$ cat src/include/timer_extint_pkg.sv
// timer and external interrupt control register: shared constants.
// assumes the register sits on an Avalon-MM slave with byte addresses.
// ---------------------------------------------------------------------
// Overview of operation
// - timer one overflow sets control bit 7.
// - timer zero overflow sets control bit 5.
// - each overflow flag clears when the processor vectors to its routine.
// - bit 6 runs timer one while one, stops it while zero.
// - bit 4 runs timer zero while one, stops it while zero.
// - a detected condition on external pin one sets bit 3.
// - a detected condition on external pin zero sets bit 1.
// - each external request flag clears once its interrupt is processed, unless its detector still sees a condition.
// - trigger-type bit zero (bits 2, 0) selects low-level triggering.
// - trigger-type bit one selects edge triggering, edge set by polarity.
// - reset clears all eight control bits to zero.
// - polarity bit zero means falling edge, one means rising, per pin.
// - overflow is roll-over to zero; a set flag raises a request.
// ---------------------------------------------------------------------
package timer_extint_pkg;
  // register byte addresses
  localparam logic [7:0] CTRL_OFFSET = 8'h88;
  localparam logic [7:0] POLARITY_OFFSET = 8'h8C;
  // reset values
  localparam logic [7:0] CTRL_RESET = 8'h00;
  localparam logic [1:0] POLARITY_RESET = 2'h0;
  // control register field positions
  localparam int unsigned TIMER_ONE_OVF_BIT = 7;
  localparam int unsigned TIMER_ONE_RUN_BIT = 6;
  localparam int unsigned TIMER_ZERO_OVF_BIT = 5;
  localparam int unsigned TIMER_ZERO_RUN_BIT = 4;
  localparam int unsigned EXTIRQ_ONE_REQ_BIT = 3;
  localparam int unsigned EXTIRQ_ONE_TYPE_BIT = 2;
  localparam int unsigned EXTIRQ_ZERO_REQ_BIT = 1;
  localparam int unsigned EXTIRQ_ZERO_TYPE_BIT = 0;
  // polarity register field positions
  localparam int unsigned POL_ZERO_BIT = 0;
  localparam int unsigned POL_ONE_BIT = 1;
  // bus answer state, one-hot
  typedef enum logic [1:0] {
    BUS_IDLE = 2'b01,
    BUS_ANSWER = 2'b10
  } bus_state_e;
endpackage

$ cat src/include/reg_access_if.sv
// register access carrier between the bus slave and the register core.
// assumes one clock; the core answers reads combinationally.
`timescale 1ns/1ps
interface reg_access_if;
  logic [7:0] addr;
  logic inRange;
  logic wrStrobe;
  logic [7:0] wrData;
  logic [7:0] rdData;
  // slave side drives the access, core side returns read data
  modport bus (output addr, output inRange, output wrStrobe, output wrData, input rdData);
  modport core (input addr, input inRange, input wrStrobe, input wrData, output rdData);
endinterface

$ cat src/rtl/extirq_detect.sv
// condition detector for one external interrupt pin.
// assumes the pin is synchronous to the clock.
`timescale 1ns/1ps
module extirq_detect (
  // clock and reset
  input wire logic clk,
  input wire logic resetn,
  input wire logic ce,
  // pin and mode
  input wire logic pin,
  input wire logic edgeMode,
  input wire logic risingSel,
  // result
  output logic detect
);
  logic pinPrev_q;

  // previous level; idles high so reset gives no false rising edge
  always_ff @(posedge clk or negedge resetn) begin
    if (!resetn) begin
      pinPrev_q <= 1'b1;
    end else if (ce) begin
      pinPrev_q <= pin;
    end
  end

  // level mode is active low, edge mode picks the sense
  always_comb begin
    if (edgeMode) begin
      detect = risingSel ? (pin & ~pinPrev_q) : (~pin & pinPrev_q);
    end else begin
      detect = ~pin;
    end
  end
endmodule

$ cat src/rtl/avmm_reg_slave.sv
// Avalon-MM slave front end: one wait state, then a one-cycle answer.
// assumes the master holds its request until it sees waitrequest low.
`timescale 1ns/1ps
module avmm_reg_slave #(
  parameter int ADDR_W = 8
) (
  // clock and reset
  input wire logic clk,
  input wire logic resetn,
  input wire logic ce,
  // avalon slave
  input wire logic [ADDR_W-1:0] address,
  input wire logic read,
  input wire logic write,
  input wire logic [31:0] writedata,
  input wire logic [3:0] byteenable,
  output logic [31:0] readdata,
  output logic waitrequest,
  // register core
  reg_access_if.bus regs
);
  timer_extint_pkg::bus_state_e state_q;

  if (ADDR_W < 8) begin : g_chk
    $error("avmm_reg_slave: ADDR_W must be at least 8");
  end

  // only byte lane 0 carries register data
  assign regs.addr = address[7:0];
  assign regs.inRange = ((address >> 8) == '0);
  assign regs.wrData = writedata[7:0];
  assign regs.wrStrobe = ce && write && byteenable[0] && (state_q == timer_extint_pkg::BUS_ANSWER);

  // answer one cycle after the request; write lands on the low edge
  always_ff @(posedge clk or negedge resetn) begin
    if (!resetn) begin
      state_q <= timer_extint_pkg::BUS_IDLE;
      waitrequest <= 1'b1;
      readdata <= 32'h0000_0000;
    end else if (ce) begin
      case (state_q)
        timer_extint_pkg::BUS_IDLE: begin
          if (read || write) begin
            state_q <= timer_extint_pkg::BUS_ANSWER;
            waitrequest <= 1'b0;
            readdata <= read ? {24'h00_0000, regs.rdData} : 32'h0000_0000;
          end
        end
        timer_extint_pkg::BUS_ANSWER: begin
          state_q <= timer_extint_pkg::BUS_IDLE;
          waitrequest <= 1'b1;
        end
        default: begin
          state_q <= timer_extint_pkg::BUS_IDLE;
          waitrequest <= 1'b1;
        end
      endcase
    end
  end
endmodule

$ cat src/rtl/timer_extint_control_reg.sv
// timer and external interrupt control register with its flag logic.
// holds run bits, overflow flags, trigger types, request flags and the
// edge polarity of both external pins.
// assumes the timers report roll-over as one-cycle pulses and the
// interrupt controller pulses an acknowledge when it vectors.
`timescale 1ns/1ps
module timer_extint_control_reg #(
  parameter int ADDR_W = 8,
  parameter int NUM_EXTIRQ = 2
) (
  // clock, reset and clock enable
  input wire logic core_clk,
  input wire logic resetn,
  input wire logic ce,

  // avalon-mm register port
  input wire logic [ADDR_W-1:0] address,
  input wire logic read,
  input wire logic write,
  input wire logic [31:0] writedata,
  input wire logic [3:0] byteenable,
  output logic [31:0] readdata,
  output logic waitrequest,

  // timer overflow events (roll-over pulses)
  input wire logic timerOneRollover,
  input wire logic timerZeroRollover,

  // interrupt controller acknowledges
  input wire logic timerOneVectorAck,
  input wire logic timerZeroVectorAck,
  input wire logic extirqOneProcessedAck,
  input wire logic extirqZeroProcessedAck,

  // external interrupt pins
  input wire logic extirqOnePin,
  input wire logic extirqZeroPin,

  // timer run controls
  output logic timerOneRun,
  output logic timerZeroRun,

  // interrupt requests (the flags themselves)
  output logic timerOneOverflowFlag,
  output logic timerZeroOverflowFlag,
  output logic extirqOneRequestFlag,
  output logic extirqZeroRequestFlag
);

  // ---------------------------------------------------------------
  // elaboration checks
  // ---------------------------------------------------------------

  // the register has exactly two external interrupt channels
  if (NUM_EXTIRQ != 2) begin : g_chk_irq
    $error("timer_extint_control_reg: NUM_EXTIRQ must be 2");
  end

  // the register map needs a full byte of address
  if (ADDR_W < 8) begin : g_chk_addr
    $error("timer_extint_control_reg: ADDR_W must be at least 8");
  end

  // ---------------------------------------------------------------
  // declarations
  // ---------------------------------------------------------------

  reg_access_if regs ();

  logic timerOneOverflowFlag_q;
  logic timerOneRun_q;
  logic timerZeroOverflowFlag_q;
  logic timerZeroRun_q;
  logic extirqOneRequestFlag_q;
  logic extirqOneTriggerType_q;
  logic extirqZeroRequestFlag_q;
  logic extirqZeroTriggerType_q;
  logic extirqOneEdgePolarity_q;
  logic extirqZeroEdgePolarity_q;

  logic ctrlWrite;
  logic polarityWrite;
  logic [7:0] ctrlValue;
  logic [1:0] polarityValue;

  // per-channel views, index 0 is pin zero, index 1 is pin one
  logic [NUM_EXTIRQ-1:0] irqPin;
  logic [NUM_EXTIRQ-1:0] irqEdgeMode;
  logic [NUM_EXTIRQ-1:0] irqRising;
  logic [NUM_EXTIRQ-1:0] irqDetect;

  // ---------------------------------------------------------------
  // address decode
  // ---------------------------------------------------------------

  // true when an in-range byte address hits the given register
  function automatic logic addrIs(input logic inRange, input logic [7:0] addr,
                                  input logic [7:0] offset);
    addrIs = inRange && (addr == offset);
  endfunction

  // write strobes per register; unmapped writes fall through unused
  assign ctrlWrite = regs.wrStrobe && addrIs(regs.inRange, regs.addr,
                                             timer_extint_pkg::CTRL_OFFSET);
  assign polarityWrite = regs.wrStrobe && addrIs(regs.inRange, regs.addr,
                                                 timer_extint_pkg::POLARITY_OFFSET);

  // ---------------------------------------------------------------
  // bus slave
  // ---------------------------------------------------------------

  // one wait state per access keeps the read mux off the bus path
  avmm_reg_slave #(
    .ADDR_W(ADDR_W)
  ) u_slave (
    .clk(core_clk),
    .resetn(resetn),
    .ce(ce),
    .address(address),
    .read(read),
    .write(write),
    .writedata(writedata),
    .byteenable(byteenable),
    .readdata(readdata),
    .waitrequest(waitrequest),
    .regs(regs.bus)
  );

  // ---------------------------------------------------------------
  // register image and read-back
  // ---------------------------------------------------------------

  // control register as software sees it
  always_comb begin
    ctrlValue = 8'h00;
    ctrlValue[timer_extint_pkg::TIMER_ONE_OVF_BIT] = timerOneOverflowFlag_q;
    ctrlValue[timer_extint_pkg::TIMER_ONE_RUN_BIT] = timerOneRun_q;
    ctrlValue[timer_extint_pkg::TIMER_ZERO_OVF_BIT] = timerZeroOverflowFlag_q;
    ctrlValue[timer_extint_pkg::TIMER_ZERO_RUN_BIT] = timerZeroRun_q;
    ctrlValue[timer_extint_pkg::EXTIRQ_ONE_REQ_BIT] = extirqOneRequestFlag_q;
    ctrlValue[timer_extint_pkg::EXTIRQ_ONE_TYPE_BIT] = extirqOneTriggerType_q;
    ctrlValue[timer_extint_pkg::EXTIRQ_ZERO_REQ_BIT] = extirqZeroRequestFlag_q;
    ctrlValue[timer_extint_pkg::EXTIRQ_ZERO_TYPE_BIT] = extirqZeroTriggerType_q;
  end

  // polarity register; upper bits read as zero
  always_comb begin
    polarityValue = 2'h0;
    polarityValue[timer_extint_pkg::POL_ZERO_BIT] = extirqZeroEdgePolarity_q;
    polarityValue[timer_extint_pkg::POL_ONE_BIT] = extirqOneEdgePolarity_q;
  end

  // read mux; unmapped addresses answer zero
  always_comb begin
    if (addrIs(regs.inRange, regs.addr, timer_extint_pkg::CTRL_OFFSET)) begin
      regs.rdData = ctrlValue;
    end else if (addrIs(regs.inRange, regs.addr, timer_extint_pkg::POLARITY_OFFSET)) begin
      regs.rdData = {6'h00, polarityValue};
    end else begin
      regs.rdData = 8'h00;
    end
  end

  // ---------------------------------------------------------------
  // timer run controls
  // ---------------------------------------------------------------

  // run bits are plain software controls that steer the timers
  always_ff @(posedge core_clk or negedge resetn) begin
    if (!resetn) begin
      timerOneRun_q <= timer_extint_pkg::CTRL_RESET[timer_extint_pkg::TIMER_ONE_RUN_BIT];
      timerZeroRun_q <= timer_extint_pkg::CTRL_RESET[timer_extint_pkg::TIMER_ZERO_RUN_BIT];
    end else if (ce && ctrlWrite) begin
      timerOneRun_q <= regs.wrData[timer_extint_pkg::TIMER_ONE_RUN_BIT];
      timerZeroRun_q <= regs.wrData[timer_extint_pkg::TIMER_ZERO_RUN_BIT];
    end
  end

  // ---------------------------------------------------------------
  // timer overflow flags
  // ---------------------------------------------------------------

  // order matters: write, then vector clear, then roll-over set, so a
  // roll-over in the clearing cycle is never lost
  always_ff @(posedge core_clk or negedge resetn) begin
    if (!resetn) begin
      timerOneOverflowFlag_q <= timer_extint_pkg::CTRL_RESET[timer_extint_pkg::TIMER_ONE_OVF_BIT];
    end else if (ce) begin
      if (timerOneRollover) begin
        timerOneOverflowFlag_q <= 1'b1;
      end else if (timerOneVectorAck) begin
        timerOneOverflowFlag_q <= 1'b0;
      end else if (ctrlWrite) begin
        timerOneOverflowFlag_q <= regs.wrData[timer_extint_pkg::TIMER_ONE_OVF_BIT];
      end
    end
  end

  // same priority for timer zero
  always_ff @(posedge core_clk or negedge resetn) begin
    if (!resetn) begin
      timerZeroOverflowFlag_q <= timer_extint_pkg::CTRL_RESET[timer_extint_pkg::TIMER_ZERO_OVF_BIT];
    end else if (ce) begin
      if (timerZeroRollover) begin
        timerZeroOverflowFlag_q <= 1'b1;
      end else if (timerZeroVectorAck) begin
        timerZeroOverflowFlag_q <= 1'b0;
      end else if (ctrlWrite) begin
        timerZeroOverflowFlag_q <= regs.wrData[timer_extint_pkg::TIMER_ZERO_OVF_BIT];
      end
    end
  end

  // ---------------------------------------------------------------
  // trigger types and edge polarity
  // ---------------------------------------------------------------

  // trigger type picks level or edge for each pin
  always_ff @(posedge core_clk or negedge resetn) begin
    if (!resetn) begin
      extirqOneTriggerType_q <= timer_extint_pkg::CTRL_RESET[timer_extint_pkg::EXTIRQ_ONE_TYPE_BIT];
      extirqZeroTriggerType_q <=
        timer_extint_pkg::CTRL_RESET[timer_extint_pkg::EXTIRQ_ZERO_TYPE_BIT];
    end else if (ce && ctrlWrite) begin
      extirqOneTriggerType_q <= regs.wrData[timer_extint_pkg::EXTIRQ_ONE_TYPE_BIT];
      extirqZeroTriggerType_q <= regs.wrData[timer_extint_pkg::EXTIRQ_ZERO_TYPE_BIT];
    end
  end

  // polarity only matters in edge mode; reset selects falling edges
  always_ff @(posedge core_clk or negedge resetn) begin
    if (!resetn) begin
      extirqZeroEdgePolarity_q <= timer_extint_pkg::POLARITY_RESET[timer_extint_pkg::POL_ZERO_BIT];
      extirqOneEdgePolarity_q <= timer_extint_pkg::POLARITY_RESET[timer_extint_pkg::POL_ONE_BIT];
    end else if (ce && polarityWrite) begin
      extirqZeroEdgePolarity_q <= regs.wrData[timer_extint_pkg::POL_ZERO_BIT];
      extirqOneEdgePolarity_q <= regs.wrData[timer_extint_pkg::POL_ONE_BIT];
    end
  end

  // ---------------------------------------------------------------
  // external interrupt detection
  // ---------------------------------------------------------------

  // gather both channels so one detector serves each
  assign irqPin = {extirqOnePin, extirqZeroPin};
  assign irqEdgeMode = {extirqOneTriggerType_q, extirqZeroTriggerType_q};
  assign irqRising = {extirqOneEdgePolarity_q, extirqZeroEdgePolarity_q};

  // one detector per pin
  for (genvar i = 0; i < NUM_EXTIRQ; i++) begin : g_detect
    extirq_detect u_detect (
      .clk(core_clk),
      .resetn(resetn),
      .ce(ce),
      .pin(irqPin[i]),
      .edgeMode(irqEdgeMode[i]),
      .risingSel(irqRising[i]),
      .detect(irqDetect[i])
    );
  end

  // ---------------------------------------------------------------
  // external request flags
  // ---------------------------------------------------------------

  // detection beats the processed clear; a held low level in level
  // mode therefore keeps the flag up, which is the intended behaviour
  always_ff @(posedge core_clk or negedge resetn) begin
    if (!resetn) begin
      extirqOneRequestFlag_q <= timer_extint_pkg::CTRL_RESET[timer_extint_pkg::EXTIRQ_ONE_REQ_BIT];
    end else if (ce) begin
      if (irqDetect[1]) begin
        extirqOneRequestFlag_q <= 1'b1;
      end else if (extirqOneProcessedAck) begin
        extirqOneRequestFlag_q <= 1'b0;
      end else if (ctrlWrite) begin
        extirqOneRequestFlag_q <= regs.wrData[timer_extint_pkg::EXTIRQ_ONE_REQ_BIT];
      end
    end
  end

  // same priority for pin zero
  always_ff @(posedge core_clk or negedge resetn) begin
    if (!resetn) begin
      extirqZeroRequestFlag_q <=
        timer_extint_pkg::CTRL_RESET[timer_extint_pkg::EXTIRQ_ZERO_REQ_BIT];
    end else if (ce) begin
      if (irqDetect[0]) begin
        extirqZeroRequestFlag_q <= 1'b1;
      end else if (extirqZeroProcessedAck) begin
        extirqZeroRequestFlag_q <= 1'b0;
      end else if (ctrlWrite) begin
        extirqZeroRequestFlag_q <= regs.wrData[timer_extint_pkg::EXTIRQ_ZERO_REQ_BIT];
      end
    end
  end

  // ---------------------------------------------------------------
  // outputs
  // ---------------------------------------------------------------

  // every output is a flop; flags double as interrupt requests
  assign timerOneRun = timerOneRun_q;
  assign timerZeroRun = timerZeroRun_q;
  assign timerOneOverflowFlag = timerOneOverflowFlag_q;
  assign timerZeroOverflowFlag = timerZeroOverflowFlag_q;
  assign extirqOneRequestFlag = extirqOneRequestFlag_q;
  assign extirqZeroRequestFlag = extirqZeroRequestFlag_q;

endmodule

$ cat config.mk
export PLATFORM = sky130hd
export DESIGN_NAME = timer_extint_control_reg
export DESIGN_NICKNAME = d
export VERILOG_FILES = /design/src/include/timer_extint_pkg.sv /design/src/include/reg_access_if.sv /design/src/rtl/extirq_detect.sv /design/src/rtl/avmm_reg_slave.sv /design/src/rtl/timer_extint_control_reg.sv
export SDC_FILE = /design/constraint.sdc
export NUM_CORES = 1
export LEC_CHECK = 0
export ABC_AREA = 0
export BUFFER_PORTS_ARGS = -buffer_cell sky130_fd_sc_hd__buf_4
export CAP_MARGIN = 5
export CORE_ASPECT_RATIO = 1.2
export CORE_MARGIN = 10
export CORE_UTILIZATION = 35
export DETAILED_ROUTE_END_ITERATION = 6
export GPL_TIMING_DRIVEN = 0
export PLACE_DENSITY = 0.75
export SYNTH_ARGS = -nofsm -noshare
export SYNTH_HDL_FRONTEND = slang
export SYNTH_SLANG_ARGS = --single-unit
$ cat constraint.sdc
create_clock -name core_clk -period 1.6 [get_ports core_clk]
set_input_delay 0.24 -clock core_clk [delete_from_list [all_inputs] [get_ports core_clk]]
set_output_delay 0.24 -clock core_clk [all_outputs]
set_load 0.05 [all_outputs]
==> results.ini <==
[timing]
relSlewSlack_pct=42.7
setup_ws_ns=-0.108
maxSlewViolCount=0
min_period_ns=1.71
rsz0062_at_grt=yes
setup_violations=8
worst_pin_slew_ns=0.858
finalHoldViolations=0
period_share_pct=107
skew_ns=0.00131
max_freq_mhz=585

[critical_path]
worstPathArrival_ns=1.85
cpMostUsedCell=buf_6
max_stage_delay_ns=0.49
critPathLaunchType=flop
crit_chain=or4b_4 -> nor4_4 -> buf_6 -> buf_6 -> mux2i_1 -> o21ai_1
critPathKind=reg2reg
critPathSlowestCell=or4b_4
cp_data_required_time_ns=1.75
end_kind=flop
crit_fanout=5

[route]
via_per_inst=4.58
ant_nets=0
drc=0
drtPass1Iterations=4
wl_um=3260
vias=1039
first_iter_violations=23
routedWlPerCell_um=14.4

[logic_synthesis]
synth_ff_type=dfrtp_1
syn-cell-area_mm2=0.00124
synth_warnings=0
ys_ff_latch=22
synth-edff-count=0
synth-seq-area-share_pct=44.7
synth.distinct_cells=36
async_reset_ff_share_pct=100
syn_area_per_cell_um2=11.2
netlist_instances=111

[place]
gp_congestion=0.752
dp_hpwl_um=2600
io_buffers=44
dp_cells=215

[die]
core_mm2=0.00337
row_count=23
dieHeight_um=85.2
die_x_um=74.3
die_area_mm2=0.00633
initial_core_util_pct=36.8
pin_count=96

[clocking]
cts_tree=yes
cts_root_buf=clkbuf_8
ctsLongestPathBuffers=2
numClockSinks=22
clkTransAtPathRegs_ns=0.08
numCtsBuffers=3
htreeDepth=1
clock_latency_ns=0.26

[status]
violations=negative setup slack
outcome=finished with violations

[run]
cap_violations=0

[pwr]
powerDensity_mw_per_mm2=789
p_leak_nw=0.978
ir_worst_vdd_v=0.000555
power_mw=1.45

[layout]
fillers=306
synthToLayoutAreaGrowth_pct=48.3
diodes=0
regArea_um2=554
fin_cells=227
drive_above_1_share_pct=50.5
multi_input_area_um2=567
nets=248

[global_routing]
grt_pass1_vias=1153
grt_max_degree=23
grt_pass1_wl_um=5300
antenna_found_initial=0
overflow=0
grt_usage_pct=10.1

[min_path]
min_path_type=in2reg

-- routing by layer --
metal | vias to the layer above | global-route usage, % | share of wire [%]
met5 | - | 0 | 0
met1 | 480 | 11.3 | 40
li1 | 512 | - | -
met2 | 45 | 16.6 | 46
met3 | 2 | 5.36 | 14
met4 | 0 | 2.00 | 0.21
-- cell usage in the layout (no fill, tap or decap), types with 2 or more instances in the layout --
cell type	instances
a22o_1	6
a22oi_1	3
buf_4	73
buf_6	3
clkbuf_8	4
conb_1	24
dfrtp_1	19
dfstp_2	3
inv_1	5
mux2_2	7
mux2i_1	2
nand2_1	5
nand2b_1	2
nand4_1	3
nor4_4	2
o21ai_0	5
o2bb2ai_1	2
or4b_4	2
-- worst max-delay path: cells and delay by family, from the launching register on --
kind / cells / cell delay (ns)
DFF: 1 / 0.38
AOI/OAI and AO/OA: 1 / 0.07
buffers and inverters: 2 / 0.28
and+or+nand+nor: 2 / 0.70
muxes: 1 / 0.18
-- power breakdown --
group          switching, mW  leakage [nW]  internal [mW]
logic                  0.284         0.666          0.155
clock network          0.173        0.0288          0.219
registers             0.0243         0.283          0.593
total                  0.482         0.978          0.967
-- logic make-up after synthesis --
| family | share of synthesized area [%] |
|---|---|
| compound gates | 13.5 |
| buf+inv | 17.3 |
| flops | 44.7 |
| mux | 8.89 |
| other cells | 0.303 |
| simple gates | 15.3 |
-- state kept, by name, indices dropped and copies added, names as in the netlist --
signal	cells
extirqOneEdgePolarity_q	1
timerZeroRun	1
timerZeroOverflowFlag	1
extirqZeroTriggerType_q	1
extirqZeroRequestFlag	1
extirqOneTriggerType_q	1
extirqZeroEdgePolarity_q	1
u_slave.state_q	2
extirqOneRequestFlag	1
u_slave.readdata	8
timerOneRun	1
g_detect.u_detect.pinPrev_q	2
timerOneOverflowFlag	1
-- cell type report --
class,count,area share (%)
flip-flops and latches,22,30.2
multi-input cells,81,30.9
clock buffers,4,3.00
plain buffers,26,10.6
inverters,5,1.02
repair buffers,52,21.8
well taps,37,2.52
-- synth_stat cells (all sizes together) (3+ instances only) --
cell type,instances,area (um2)
a22o,6,52.6
buf,25,191
nand4,3,18.8
dfstp,3,78.8
dfrtp,19,475
mux2,8,90.1
nor4,3,48.8
a22oi,3,22.5
inv,5,18.8
nand2,5,18.8
o21ai,6,30.0
-- timing repair --
action | 4_1_cts | 5_1_grt
hold buffers | 1 | 0
buffers inserted | 5 | 2
endpoints found under the setup margin | 8 | 16
gates resized for setup | 5 | 0
pin swaps | 4 | 2
endpoints found under the hold margin | 19 | 0
-- path summary, 6_finish.rpt --
| kind | from | to | slack [ns] | cells after the start |
|---|---|---|---|---|
| setup / recovery | u_slave.state_q[0] | timerOneOverflowFlag | -0.11 | 6 |
| hold / removal | timerOneVectorAck | timerOneOverflowFlag | 0.15 | 2 |
| setup reg to reg | u_slave.state_q[0] | timerOneOverflowFlag | -0.11 | 6 |
| hold reg to reg | u_slave.readdata[2] | u_slave.readdata[2] | 0.52 | 1 |
| max in group asynchronous | resetn | u_slave.state_q[0] | 0.93 | 2 |
| min in group asynchronous | resetn | extirqOneTriggerType_q | 0.39 | 2 |
-- stage by stage --
step	setup WS [ns]	hold WS, ns	TNS [ns]	cell area [um2]	utilization (%)
floorplan	-0.209	-0.0556	-1.07	1330	-
global placement	-0.335	0.143	-3.71	1710	50.7
detailed placement	-0.357	0.143	-3.84	1710	50.7
CTS	-0.234	0.147	-1.65	1820	54.1
global route	-0.180	0.163	-1.83	1840	54.6
finish	-0.108	0.149	-0.620	1840	54.6
Note: power is estimated with default switching activity, not from simulation.
